**src/hw/pmc_params.svh**
```systemverilog
// Constants of the pad mode configuration block: offsets, fields, resets.
// Assumes a 32-bit APB slave decoding full byte addresses.
// Contract
// - Drive bit 0 push-pull, 1 open drain
// - Field 11 makes output, no pulls
// - Input pulls: 00 none, 01 up, 10 down
// - Direction/pull field resets to 0x2
// - Analog mode ignores direction/pull field
`ifndef PMC_PARAMS_SVH
`define PMC_PARAMS_SVH

// ****************************************
// Register map
// ****************************************
`define PMC_PIN_COUNT 5
`define PMC_OFS_PIN08 32'h50020678
`define PMC_OFS_PIN09 32'h5002067c
`define PMC_OFS_PIN10 32'h50020680
`define PMC_OFS_PIN11 32'h50020684
`define PMC_OFS_PIN12 32'h50020688

// ****************************************
// Field positions and reset values
// ****************************************
`define PMC_DRIVE_BIT 10
`define PMC_DIRPULL_HI 9
`define PMC_DIRPULL_LO 8
`define PMC_FUNC_HI 5
`define PMC_FUNC_LO 0
`define PMC_DIRPULL_RST 2'h2
`define PMC_DRIVE_RST 1'h0
`define PMC_FUNC_RST 6'h00
`define PMC_CODE_NOPULL 2'h0
`define PMC_CODE_PULLUP 2'h1
`define PMC_CODE_PULLDN 2'h2
`define PMC_CODE_OUTPUT 2'h3

`endif

```
**src/hw/pmc_pkg.sv**
```systemverilog
// Types of the pad mode configuration block.
// Assumes pmc_params.svh is in the include path.
package pmc_pkg;
    // One pin's stored configuration
    typedef struct packed {
        logic driveTypeSelect;
        logic [1:0] directionPullSelect;
        logic [5:0] functionSelect;
    } pmc_cfg_s;

    // Pad controls handed to one pad cell
    typedef struct packed {
        logic outputEnable;
        logic openDrain;
        logic pullUpEn;
        logic pullDownEn;
        logic [5:0] functionSelect;
    } pmc_pad_s;
endpackage

```
**src/hw/pmc_pad_decode.sv**
```systemverilog
// Decode of one pin's configuration into pad control levels.
// Assumes the caller registers the result.
`timescale 1ns/1ns
`include "pmc_params.svh"
module pmc_pad_decode (
    // Configuration
    input wire pmc_pkg::pmc_cfg_s cfg,
    input wire logic analogMode,
    // Pad controls
    output pmc_pkg::pmc_pad_s pad
);
    import pmc_pkg::*;

    // Analog mode masks the direction/pull field entirely
    always_comb begin
        pad.functionSelect = cfg.functionSelect;
        pad.openDrain = 1'b0;
        pad.outputEnable = 1'b0;
        pad.pullUpEn = 1'b0;
        pad.pullDownEn = 1'b0;
        if (!analogMode) begin
            pad.outputEnable =
                (cfg.directionPullSelect == `PMC_CODE_OUTPUT);
            pad.openDrain = pad.outputEnable & cfg.driveTypeSelect;
            pad.pullUpEn =
                (cfg.directionPullSelect == `PMC_CODE_PULLUP);
            pad.pullDownEn =
                (cfg.directionPullSelect == `PMC_CODE_PULLDN);
        end
    end
endmodule

```
**src/hw/pmc_pad_mode_config.sv**
```systemverilog
// Pad mode configuration registers for five port-1 pins, on APB.
// Each pin has one word: drive type, direction/pull and function select.
// Assumes synchronous APB master on sys_clk, pads outside take the controls.
// Assumes analogMode comes from the converter mux, already on sys_clk.
`timescale 1ns/1ns
`include "pmc_params.svh"
module pmc_pad_mode_config (
    // Clock and reset
    input wire logic sys_clk,
    input wire logic rst,
    input wire logic clkEn,
    // APB slave
    input wire logic psel,
    input wire logic penable,
    input wire logic pwrite,
    input wire logic [31:0] paddr,
    input wire logic [31:0] pwdata,
    output logic [31:0] prdata,
    output logic pready,
    output logic pslverr,
    // Analog mode per pin
    input wire logic [4:0] analogMode,
    // Pad controls per pin
    output pmc_pkg::pmc_pad_s [4:0] padCtrl
);
    import pmc_pkg::*;

    // ****************************************
    // Address decode
    // ****************************************
    // Returns the pin index, or 7 when nothing matches
    function automatic logic [2:0] pinIndex(input logic [31:0] a);
        logic [2:0] idx;
        idx = 3'h7;
        if (a == `PMC_OFS_PIN08) idx = 3'h0;
        else if (a == `PMC_OFS_PIN09) idx = 3'h1;
        else if (a == `PMC_OFS_PIN10) idx = 3'h2;
        else if (a == `PMC_OFS_PIN11) idx = 3'h3;
        else if (a == `PMC_OFS_PIN12) idx = 3'h4;
        return idx;
    endfunction

    // Places one pin's fields at their word positions; every other bit,
    // reserved 7:6 included, reads as zero
    function automatic logic [31:0] packCfg(input pmc_cfg_s c);
        logic [31:0] w;
        w = 32'h0;
        w[`PMC_DRIVE_BIT] = c.driveTypeSelect;
        w[`PMC_DIRPULL_HI:`PMC_DIRPULL_LO] = c.directionPullSelect;
        w[`PMC_FUNC_HI:`PMC_FUNC_LO] = c.functionSelect;
        return w;
    endfunction

    pmc_cfg_s cfg [0:4];
    pmc_pad_s nextPad [0:4];
    logic [2:0] selIdx;
    logic hit;
    logic setupPhase;
    logic wrStrobe;

    assign selIdx = pinIndex(paddr);
    assign hit = (selIdx != 3'h7);
    // Answer in the first access cycle; zero wait states
    assign setupPhase = psel & ~penable;
    // Access edge of a mapped write; pready marks the one access edge,
    // so a held request can never store twice
    assign wrStrobe = psel & penable & pready & pwrite & hit;

    // ****************************************
    // Register storage
    // ****************************************
    // Writes land at the access edge; reserved bits are never stored
    always_ff @(posedge sys_clk or posedge rst) begin
        if (rst) begin
            for (int i = 0; i < `PMC_PIN_COUNT; i++) begin
                cfg[i].driveTypeSelect <= `PMC_DRIVE_RST;
                cfg[i].directionPullSelect <= `PMC_DIRPULL_RST;
                cfg[i].functionSelect <= `PMC_FUNC_RST;
            end
        end else if (clkEn && wrStrobe) begin
            cfg[selIdx].driveTypeSelect <= pwdata[`PMC_DRIVE_BIT];
            cfg[selIdx].directionPullSelect <=
                pwdata[`PMC_DIRPULL_HI:`PMC_DIRPULL_LO];
            cfg[selIdx].functionSelect <=
                pwdata[`PMC_FUNC_HI:`PMC_FUNC_LO];
        end
    end

    // ****************************************
    // Bus answer
    // ****************************************
    // Ready and read data are prepared in the setup cycle so they come
    // straight from flops during the access cycle
    always_ff @(posedge sys_clk or posedge rst) begin
        if (rst) begin
            pready <= 1'b0;
            pslverr <= 1'b0;
            prdata <= 32'h0;
        end else if (clkEn) begin
            pready <= setupPhase;
            pslverr <= setupPhase & ~hit;
            prdata <= 32'h0;
            if (setupPhase && hit && !pwrite) begin
                // Bits 7:6 and 31:11 read as zero
                prdata <= packCfg(cfg[selIdx]);
            end
        end
    end

    // ****************************************
    // Pad control outputs
    // ****************************************
    for (genvar g = 0; g < `PMC_PIN_COUNT; g++) begin : gPin
        pmc_pad_decode uDecode (
            .cfg(cfg[g]),
            .analogMode(analogMode[g]),
            .pad(nextPad[g])
        );
    end

    // Registered so pads never see decode glitches
    always_ff @(posedge sys_clk or posedge rst) begin
        if (rst) begin
            for (int i = 0; i < `PMC_PIN_COUNT; i++) begin
                padCtrl[i] <= '{1'b0, 1'b0, 1'b0, 1'b1, 6'h00};
            end
        end else if (clkEn) begin
            for (int i = 0; i < `PMC_PIN_COUNT; i++) begin
                padCtrl[i] <= nextPad[i];
            end
        end
    end

    // ****************************************
    // Checks
    // ****************************************
    AST_OUT_DRIVE: assert property (@(posedge sys_clk) disable iff (rst)
        clkEn && !analogMode[0] && cfg[0].directionPullSelect == 2'h3
        |=> padCtrl[0].outputEnable
            && padCtrl[0].openDrain == $past(cfg[0].driveTypeSelect))
        else $error("pin drive type not applied");
    AST_INPUT_DIR: assert property (@(posedge sys_clk) disable iff (rst)
        clkEn && cfg[1].directionPullSelect != 2'h3
        |=> !padCtrl[1].outputEnable && !padCtrl[1].openDrain)
        else $error("input pin is driving");
    AST_PULL_UP: assert property (@(posedge sys_clk) disable iff (rst)
        clkEn && !analogMode[2] && cfg[2].directionPullSelect == 2'h1
        |=> padCtrl[2].pullUpEn && !padCtrl[2].pullDownEn)
        else $error("pull-up not applied");
    AST_PULL_DOWN: assert property (@(posedge sys_clk) disable iff (rst)
        clkEn && !analogMode[3] && cfg[3].directionPullSelect == 2'h2
        |=> padCtrl[3].pullDownEn && !padCtrl[3].pullUpEn)
        else $error("pull-down not applied");
    AST_RESET_VAL: assert property (@(posedge sys_clk)
        $fell(rst) |-> cfg[4].directionPullSelect == 2'h2)
        else $error("direction/pull reset value wrong");
    AST_ANALOG: assert property (@(posedge sys_clk) disable iff (rst)
        clkEn && analogMode[4] |=> !padCtrl[4].outputEnable
            && !padCtrl[4].pullUpEn && !padCtrl[4].pullDownEn)
        else $error("analog pin still uses direction/pull");
    AST_RSVD_ZERO: assert property (@(posedge sys_clk) disable iff (rst)
        pready |-> prdata[7:6] == 2'h0 && prdata[31:11] == 21'h0)
        else $error("reserved bits not zero");
    AST_WRITE_FUNC: assert property (@(posedge sys_clk) disable iff (rst)
        clkEn && psel && penable && pready && pwrite
            && paddr == `PMC_OFS_PIN08
        |=> cfg[0].functionSelect == $past(pwdata[5:0]))
        else $error("function select not written");
    AST_ONE_WAIT: assert property (@(posedge sys_clk) disable iff (rst)
        clkEn && psel && !penable |=> pready)
        else $error("access not answered in one cycle");

    // ****************************************
    // Bus answer checks
    // ****************************************
    // Ready is a one-cycle pulse; holding it would let a master that
    // starts its next setup at once see a stale answer
    AST_READY_PULSE: assert property (@(posedge sys_clk) disable iff (rst)
        clkEn && pready |=> !pready)
        else $error("ready held past one access cycle");
    // Off-map addresses are refused with zero data
    AST_UNMAPPED_ERR: assert property (@(posedge sys_clk) disable iff (rst)
        clkEn && psel && !penable && !hit
        |=> pready && pslverr && prdata == 32'h0)
        else $error("unmapped access not refused");
    AST_MAPPED_OK: assert property (@(posedge sys_clk) disable iff (rst)
        clkEn && psel && !penable && hit |=> !pslverr)
        else $error("mapped access flagged as error");
    // Read word of pin 08 is its stored fields, reserved bits zero
    AST_READ_PIN08: assert property (@(posedge sys_clk) disable iff (rst)
        clkEn && psel && !penable && !pwrite && paddr == `PMC_OFS_PIN08
        |=> prdata == $past(packCfg(cfg[0])))
        else $error("pin 08 read data wrong");

    // ****************************************
    // Register write checks
    // ****************************************
    AST_WR_DRIVE: assert property (@(posedge sys_clk) disable iff (rst)
        clkEn && psel && penable && pready && pwrite
            && paddr == `PMC_OFS_PIN08
        |=> cfg[0].driveTypeSelect == $past(pwdata[`PMC_DRIVE_BIT]))
        else $error("drive type not written");
    AST_WR_DIRPULL: assert property (@(posedge sys_clk) disable iff (rst)
        clkEn && psel && penable && pready && pwrite
            && paddr == `PMC_OFS_PIN08
        |=> cfg[0].directionPullSelect
            == $past(pwdata[`PMC_DIRPULL_HI:`PMC_DIRPULL_LO]))
        else $error("direction/pull not written");
    // A write elsewhere, mapped or not, must leave pin 08 alone
    AST_WR_ISOLATE: assert property (@(posedge sys_clk) disable iff (rst)
        clkEn && psel && penable && pready && pwrite
            && paddr != `PMC_OFS_PIN08
        |=> $stable(cfg[0]))
        else $error("write to another address changed pin 08");

    // ****************************************
    // Pad output checks
    // ****************************************
    // The function selector passes to the pad untouched, analog or not
    AST_PAD_FUNC: assert property (@(posedge sys_clk) disable iff (rst)
        clkEn |=> padCtrl[0].functionSelect == $past(cfg[0].functionSelect))
        else $error("function select not passed to pad");
    // Open drain without an output would leave a pad half configured
    for (genvar g = 0; g < `PMC_PIN_COUNT; g++) begin : gOdCheck
        AST_OD_OUTPUT: assert property (@(posedge sys_clk)
            padCtrl[g].openDrain |-> padCtrl[g].outputEnable)
            else $error("open drain shown on a non-output pin");
    end
    // Clock enable low must hold the pad controls, pready and pin 08's register where they stand
    AST_FROZEN: assert property (@(posedge sys_clk) disable iff (rst)
        !clkEn |=> $stable(padCtrl) && $stable(pready) && $stable(cfg[0]))
        else $error("state moved with clock enable low");
    // Out of reset pin 08 is a pulled-down input even if it was an output
    AST_RESET_PAD: assert property (@(posedge sys_clk)
        $fell(rst) |-> cfg[0].directionPullSelect == `PMC_DIRPULL_RST
            && padCtrl[0].pullDownEn && !padCtrl[0].outputEnable)
        else $error("pin 08 not a pulled-down input after reset");
endmodule

```
**config.mk**
```make
export PLATFORM = sky130hd
export DESIGN_NAME = pmc_pad_mode_config
export DESIGN_NICKNAME = d
export VERILOG_FILES = /design/src/hw/pmc_pkg.sv /design/src/hw/pmc_pad_decode.sv /design/src/hw/pmc_pad_mode_config.sv
export VERILOG_INCLUDE_DIRS = /design/src /design/src/hw
export SDC_FILE = /design/constraint.sdc
export NUM_CORES = 1
export LEC_CHECK = 0
export BUFFER_PORTS_ARGS = -buffer_cell sky130_fd_sc_hd__buf_4
export CELL_PAD_IN_SITES_DETAIL_PLACEMENT = 0
export CELL_PAD_IN_SITES_GLOBAL_PLACEMENT = 1
export CORE_MARGIN = 2
export CORE_UTILIZATION = 25
export DETAILED_ROUTE_END_ITERATION = 7
export GPL_ROUTABILITY_DRIVEN = 0
export GPL_TIMING_DRIVEN = 0
export PLACE_DENSITY = 0.52
export SLEW_MARGIN = 20
export SYNTH_ARGS = -nofsm -noshare
export SYNTH_HDL_FRONTEND = slang
export SYNTH_SLANG_ARGS = --single-unit
```
**constraint.sdc**
```tcl
create_clock -name sys_clk -period 3.34 [get_ports sys_clk]
set_input_delay 0.334 -clock sys_clk [delete_from_list [all_inputs] [get_ports sys_clk]]
set_output_delay 0.334 -clock sys_clk [all_outputs]
set_load 0.01 [all_outputs]
```
Word level (Yosys, flattened, before mapping)
Cells that the tools add are included.
{ "classes": {"mux": 23, "n_eq_ne": 21, "n_reduce_logical": 5, "n_bitwise": 14, "magnitude_cmp": 2} }
{ "ops": {"columns": ["op", "count"], "rows": [
  ["$eq 32x31->1 const B", 5],
  ["$bwmux 45", 3],
  ["$demux 9 s3", 3],
  ["$bmux 9 s3", 1],
  ["$mux 9", 3],
  ["$eq 2x2->1 const B", 10],
  ["$mux 4", 5],
  ["$mux 3", 4],
  ["$and 1x1->1", 11],
  ["$mux 11", 1],
  ["$eq 2x1->1 const B", 5],
  ["$mux 8", 1],
  ["$mux 6", 1],
  ["$ge 4x4->1 const B", 1],
  ["$logic_and 1x1->1", 4],
  ["$lt 4x1->1 const B", 1],
  ["$not 3->4", 1],
  ["$ne 3x3->1 const B", 1],
  ["$mux 2", 1],
  ["$not 1->1", 2],
  ["$logic_not 1->1", 1]
]} }
{ "word_totals": {"output_inout_bits": 84, "reg_bits": 129} }

Depth between registers and ports, before layout
Gate-level depths: netlist of the first run.
{ "logic_depth": {"depth_word": 14, "depth_mapped": 7, "ltp_nobuf": 5} }

Hierarchy
From an unflattened synthesis of the first run, not the netlist that was laid out.
{ "unflattened": {"hier_cells": 401, "area_unflattened_um2": 5188.7} }
{ "modules_own_cells": {"columns": ["mod", "seq_area_each_um2", "instances", "cells_per_inst", "area_each_um2"], "rows": [
  ["pmc_pad_mode_config", 2665.1, 1, 351, 4788.3],
  ["pmc_pad_decode", 0.0, 5, 10, 80.1]
]} }

Worst setup path after synthesis of the first run
No wires, ideal clock.
{ "synth_path": {"kind": "input -> register", "start": "in paddr[26]", "end": "reg cfg[18] (netlist name)", "arrival_time_ns": 1.964, "t_required_ns": 3.215, "cell_stages": 6, "n_path_buf": 1, "setup_ns": 0.125, "slack_ns": 1.251, "path_cell_list": "nor4b_1 > nand4_1 > nor4_4 > and3_1 > buf_6 > mux2_4"} }
{ "synth_via": {"elab_chain_len": 12, "word_cells_on_any_way": 24, "cone_classes": "order compare (2); eq/ne (6); mux (12); bitwise (2); reduce/logical (2)"} }
{ "synth_rtl": {"columns": ["item", "line_no", "source"], "rows": [
  ["start: declaration", "pmc_pad_mode_config.sv:16", "input wire logic [31:0] paddr,"],
  ["$eq 32x31->1 (no line)", null, null],
  ["$mux 2", "pmc_pad_mode_config.sv:39", "else if (a == `PMC_OFS_PIN12) idx = 3'h4;"],
  ["$mux 3", "pmc_pad_mode_config.sv:38", "else if (a == `PMC_OFS_PIN11) idx = 3'h3;"],
  ["$mux 3", "pmc_pad_mode_config.sv:37", "else if (a == `PMC_OFS_PIN10) idx = 3'h2;"],
  ["$mux 3", "pmc_pad_mode_config.sv:36", "else if (a == `PMC_OFS_PIN09) idx = 3'h1;"],
  ["$mux 3 *", "pmc_pad_mode_config.sv:35", "if (a == `PMC_OFS_PIN08) idx = 3'h0;"],
  ["$not 3->4", "pmc_pad_mode_config.sv:81, pmc_pad_mode_config.sv:82, pmc_pad_mode_config.sv:84", null],
  ["$ge 4x4->1 / $lt 4x1->1 (equally long branches)", "pmc_pad_mode_config.sv:84", "cfg[selIdx].functionSelect <="],
  ["$logic_and 1x1->1", "pmc_pad_mode_config.sv:84", null],
  ["$mux 6", "pmc_pad_mode_config.sv:84", null],
  ["$demux 9 s3", "pmc_pad_mode_config.sv:84", null],
  ["$bwmux 45", "pmc_pad_mode_config.sv:84", null]
]} }
Every way passes the cells marked *; elsewhere a longest branch is shown, timed or not.
A chain may end at the register's enable or synchronous reset.

Worst setup path in the final report of the first run
{ "layout_path": {"start": "in paddr[5]", "end": "reg cfg[18] (netlist name)"} }
{ "layout_via": {"elab_chain_len": 12, "word_cells_on_any_way": 24, "cone_classes": "order compare (2); eq/ne (6); mux (12); bitwise (2); reduce/logical (2)"} }
{ "layout_rtl": {"columns": ["item", "line_no"], "rows": [
  ["$eq 32x31->1 (no line)", null],
  ["$mux 2", "pmc_pad_mode_config.sv:39"],
  ["$mux 3", "pmc_pad_mode_config.sv:38"],
  ["$mux 3", "pmc_pad_mode_config.sv:37"],
  ["$mux 3", "pmc_pad_mode_config.sv:36"],
  ["$mux 3 *", "pmc_pad_mode_config.sv:35"],
  ["$not 3->4", "pmc_pad_mode_config.sv:81, pmc_pad_mode_config.sv:82, pmc_pad_mode_config.sv:84"],
  ["$ge 4x4->1 / $lt 4x1->1 (equally long branches)", "pmc_pad_mode_config.sv:84"],
  ["$logic_and 1x1->1", "pmc_pad_mode_config.sv:84"],
  ["$mux 6", "pmc_pad_mode_config.sv:84"],
  ["$demux 9 s3", "pmc_pad_mode_config.sv:84"],
  ["$bwmux 45", "pmc_pad_mode_config.sv:84"]
]} }
Marked as above.

==> results of run 1 <==
==> logic make-up (layout without fill, tap and decap cells) <==
group | count (synthesis) | count (layout) | share of synthesized area, %
flip-flops | 106 | 106 | 54.88
multiplexers | 85 | 85 | 20.20
AND/OR/NAND/NOR | 82 | 82 | 10.72
AO/OA/AOI/OAI | 54 | 54 | 8.323
buffers and inverters | 47 | 174 | 5.797
other | 1 | 23 | 0.07723
==> through the flow <==
step                hold slack, ns  total power (W)
floorplan                   0.4813         0.001409
global placement            0.4731         0.001498
detailed placement          0.4067         0.001505
CTS                        0.02756         0.002633
global route               0.04620         0.002693
finish                    0.005733         0.002586
==> power by group <==
group	internal [W]	switching (W)	total [W]
registers	0.00129	0.00000140	0.00129
clock network	0.000623	0.000485	0.00111
logic	0.0000831	0.000108	0.000191
==> flip-flops by register name, indices dropped and copies added (netlist names) <==
register  cells
padCtrl      50
pready        1
cfg          45
pslverr       1
prdata        9
==> Yosys cell counts, types with 4 or more instances <==
cell type and count:
clkbuf_1 8, buf_1 4, dfstp_2 10, nor2b_1 15, a31o_2 8, nor4b_1 7
a21oi_1 6, o22ai_1 5, inv_1 9, dfrtp_1 96, buf_4 23, a22o_1 6
nand2_1 13, o221ai_1 5, nand4_1 9, nor2_1 12, o21ai_0 8, mux2i_1 8
a21o_1 7, mux2_2 68, o31ai_1 6, mux2_4 9
==> metal layers <==
metal | wire length (um) | vias up | share of wire, % | GRT usage, %
met5 | 0 | - | 0 | 0
met4 | 241 | 0 | 1.7 | 4.541
met3 | 872 | 19 | 6.2 | 3.066
met2 | 6409 | 121 | 45 | 22.33
met1 | 6566 | 1715 | 47 | 19.12
li1 | - | 1610 | - | -
==> worst max-delay path, stage by stage <==
cell	delay, ns
buf_4	0.12
or4b_1	0.54
clkbuf_1	0.21
nor2_2	0.43
and3_1	0.25
buf_6	0.21
mux2_4	0.32
==> final timing paths <==
check                                          end  slack, ns  cells after the start
setup / recovery               cfg[18]$_DFFE_PP0P_       1.15                      7
hold / removal              padCtrl[0]$_DFFE_PP0P_      0.006                      2
setup reg to reg               cfg[18]$_DFFE_PP0P_       1.47                      5
hold reg to reg            padCtrl[47]$_DFFE_PP0P_       0.49                      1
max in group asynchronous  padCtrl[44]$_DFFE_PP0P_       2.69                      3
min in group sys_clk           cfg[23]$_DFFE_PP0P_       0.25                      2
==> area by class of cell <==
class                           instances  area share (%)
Buffer                                 38           3.853
Clock buffer                           12           3.989
Clock inverter                          4          0.7978
Inverter                                9          0.6032
Multi-Input combinational cell        244           30.98
Sequential cell                       106           41.45
Tap cell                              260           5.059
Timing Repair Buffer                  111           13.27
==> reports/qor.yml, run 1 <==
status:
  outcome: "complete, no violations"
logic_synthesis:
  synth.avg_cell_area_um2: 12.95
  yosysTopAreaCell: "dfrtp_1"
  yosys_warnings: 0
  synth.distinct_cells: 44
  ys.flop_type: "dfrtp_1"
  synth_seq_cells: 106
  netlist_top_cells_area: "dfrtp_1, mux2_2, dfstp_2"
  syn-cell-area_um2: 4856
  synth_edf_count: 0
  syn-instance-count: 375
  ys_seq_area_share_pct: 54.88
  post-synth-top-area-fraction_pct: 49.47
  async_flop_share_pct: 100.0
finish:
  regArea_um2: 2665
  fillers: 1946
  syn_to_final_growth_pct: 32.41
  design_area_um2: 6430
  final_common_cell: "buf_4"
  final_cell_count_no_fill: 784
  multi_input_area_um2: 1992
  layout_common_cells: "buf_4, dfrtp_1, mux2_2, conb_1, nor2b_1"
  final_nets: 594
  final_util_pct: 34.03
  diodes: 0
  drive_above_1_share_pct: 49.62
clocking:
  clock_tree.root_cell: "clkbuf_16"
  cts_buffers: 9
  cts.reportedPaths.clkPinSlew_ns: 0.07
  cts_setup_buffers: 0
  cts_tree: "yes"
  worstSkewPairLatency_ns: 0.35
  cts_hold_buf: 0
  htreeDepth: 3
  cts_buffer_depth: 2
  cts_resized: 0
  clock_sinks: 106
routing:
  via_per_inst: 4.420
  firstDrtPassIters: 4
  routedWlPerCell_um: 17.97
  final_antenna_net_count: 0
  routed-via-count: 3465
  wl_um: 14090
  drcViolationCount: 0
  first_iter_violations: 128
flow_run:
  cap_violations: 0
placed_design:
  numPortBuffers: 110
  dp.final_hpwl_um: 10110
  place_inst: 768
  place_ws_ns: 0.7319
  placed_cell_area_um2: 6122
timing:
  tns_ns: 0
  finalHoldViolCount: 0
  setup_slack_ns: 1.147
  rsz0062_at_grt: "no"
  slew_violations: 0
  fmax_ghz: 0.4559
  fin_skew_ns: 0.008302
  tightest_slew_ns: 0.8969
  setup_viol: 0
  min_period_ns: 2.193
  post-route-period-util_pct: 65.67
  maxSlewHeadroom_pct: 38.50
critical_path:
  cp.required_ns: 3.57
  worstSetupEndpointType: "flop"
  critPathMaxFanout: 9
  crit_path_start: "paddr[5]"
  crit_type: "in2reg"
  timing.rr.start: "pready$_DFFE_PP0P_"
  startpoint_type: "input pin"
  cp.arrival_ns: 2.43
pwr:
  power_density_nw_per_um2: 402.3
  p_leak_nw: 3.220
  ir_drop_mv: 0.2314
global_route:
  grt_max_degree: 59
  antenna_found_initial: 0
  grt_usage_pct: 14.06
  grt_overflow: 0
  grt_pass1_vias: 3642
  grt_pass1_wl_um: 21310
hold_path:
  min_path_type: "in2async"
die:
  rows: 50
  ios: 159
  die_h_um: 143.4
  start_util_pct: 25.70
  core_area_um2: 18890
  die_x_um: 143.4
  die-area_um2: 20560
Power figures use the tool's default switching activity.
==> run 2, diff against run 1 <==
PLACE_DENSITY = 0.54   (was 0.52)
clock period = 1.75 ns   (was 3.34 ns; I/O delays follow)
==> run 2 against run 1 <==
Critical endpoint is now cfg[31]$_DFFE_PP0P_. Register-to-register slack got worse by 1.4 ns. Setup slack lost 1.1 ns. Hold slack better by 0.087 ns. Power is 87% higher. Combinational power grew 110%. Sequential share of layout area down 1.3 points. Highest routed layer unchanged. Routed wire length shrank 0.55%. Largest power group unchanged.
==> reports/qor.yml, run 2 (synthesis gave the netlist of run 1 again) <==
global_route:
  grt_pass1_wl_um: 21330
  grt_usage_pct: 14.02
  grt_pass1_vias: 3626
  grt_overflow: 0
  grt_max_degree: 34
  antenna_found_initial: 0
critical_path:
  reg2reg_depth: 6
  critPathMaxFanout: 9
  crit_type: "in2reg"
  cp.required_ns: 1.99
  worstSetupEndpointType: "flop"
  startpoint_type: "input pin"
  cp.arrival_ns: 1.95
timing:
  min_period_ns: 1.709
  fin_skew_ns: 0.004770
  tightest_slew_ns: 0.7966
  rsz0062_at_grt: "yes"
  setup_slack_ns: 0.04062
  slew_violations: 0
  post-route-period-util_pct: 97.68
  fmax_ghz: 0.5850
  setup_viol: 0
  finalHoldViolCount: 0
  tns_ns: 0
  maxSlewHeadroom_pct: 46.89
routing:
  final_antenna_net_count: 0
  via_per_inst: 4.421
  routed-via-count: 3506
  wl_um: 14010
  first_iter_violations: 161
  drcViolationCount: 0
  routedWlPerCell_um: 17.67
  firstDrtPassIters: 6
clocking:
  cts.reportedPaths.clkPinSlew_ns: 0.07
  clock_sinks: 106
  clock_tree.root_cell: "clkbuf_16"
  cts_buffers: 9
  worstSkewPairLatency_ns: 0.35
  cts_tree: "yes"
  htreeDepth: 3
  cts_buffer_depth: 2
die:
  start_util_pct: 25.70
  ios: 159
  rows: 50
  die_h_um: 143.4
  die-area_um2: 20560
  core_area_um2: 18890
  die_x_um: 143.4
pwr:
  ir_drop_mv: 0.4186
  power_density_nw_per_um2: 730.0
  p_leak_nw: 3.305
finish:
  regMostFlops: "padCtrl"
  drive_above_1_share_pct: 52.72
  diodes: 0
  final_common_cell: "buf_4"
  final_nets: 603
  largest_register_ffs: 50
  syn_to_final_growth_pct: 36.79
  layout_common_cells: "buf_4, dfrtp_1, mux2_2, conb_1, nor2b_1"
  top_regs: "padCtrl: 50 flops, cfg: 45 flops, prdata: 9 flops"
placed_design:
  numPortBuffers: 110
  place_ws_ns: -0.6105
  dp.final_hpwl_um: 10020
hold_path:
  min_path_type: "in2reg"
  min_path_cells: 2
status:
  outcome: "complete, no violations"
flow_run:
  cap_violations: 0
-- run 2: changes by cell type in the layout (fill, tap and decap cells not counted), sizes merged --
cell and delta:
buf +8, dlygate4sd3 +1, clkinv +1, bufinv -1
-- run 2: layout make-up --
cell class	instances	area, um2
Timing Repair Buffer	120	964.7
Clock inverter	4	23.77
Inverter	9	37.54
Clock buffer	12	266.5
Multi-Input combinational cell	244	2096
Tap cell	260	325.3
Sequential cell	106	2665
Buffer	38	264.0
Fill cell	1960	12250
-- run 2: per-layer routing --
metal	GRT usage (%)	share of wire, %	vias up
li1	-	-	1633
met2	22.03	46	121
met3	3.699	6.3	9
met5	0	0	-
met1	19.18	47	1743
met4	3.715	0.93	0
-- run 2: stage by stage --
step                      cells  total power [W]  area, um2  util (%)  hold slack, ns
final                       793         0.004849       6643     35.16         0.09249
after CTS                   793         0.004928       6610     34.99         0.08210
after detailed placement    770         0.002889       6191     32.77          0.2656
after global placement      767         0.002867       6131     32.45          0.4470
after floorplan             397         0.002693       4980         -          0.3223
after global routing        793         0.005085       6643     35.16         0.08520
-- run 2: final timing paths --
kind                                         start                      end  slack [ns]
max                                      paddr[18]      cfg[31]$_DFFE_PP0P_        0.04
min                                     pwdata[10]      cfg[26]$_DFFE_PP0P_        0.09
max reg2reg                     pready$_DFFE_PP0P_      cfg[31]$_DFFE_PP0P_        0.10
min reg2reg                padCtrl[47]$_DFFE_PP0P_  padCtrl[47]$_DFFE_PP0P_        0.49
max in group asynchronous                      rst   padCtrl[6]$_DFFE_PP1P_        0.49
min in group asynchronous                      rst  padCtrl[10]$_DFFE_PP0P_        0.44
-- run 2: what timing repair did --
action | in CTS | in global routing
gates cloned | 1 | 0
hold buffers | 1 | 0
endpoints found under the hold margin | 21 | 0
setup endpoints to repair | 54 | 45
pin swaps | 2 | 4
buffers inserted | 5 | 0
resized for setup | 13 | 7
-- run 2: report_power, final --
| group | leakage [nW] | switching [W] | internal (W) |
|---|---|---|---|
| combinational | 1.71 | 0.000221 | 0.000179 |
| sequential | 1.44 | 0.00000228 | 0.00245 |
| clock | 0.149 | 0.000912 | 0.00108 |
-- run 2: worst max-delay path, stage by stage --
cell	delay [ns]
buf_4	0.12
nor4_4	0.31
nand3_2	0.16
nor4_4	0.30
buf_6	0.14
buf_4	0.14
nand2_2	0.23
mux2_2	0.35
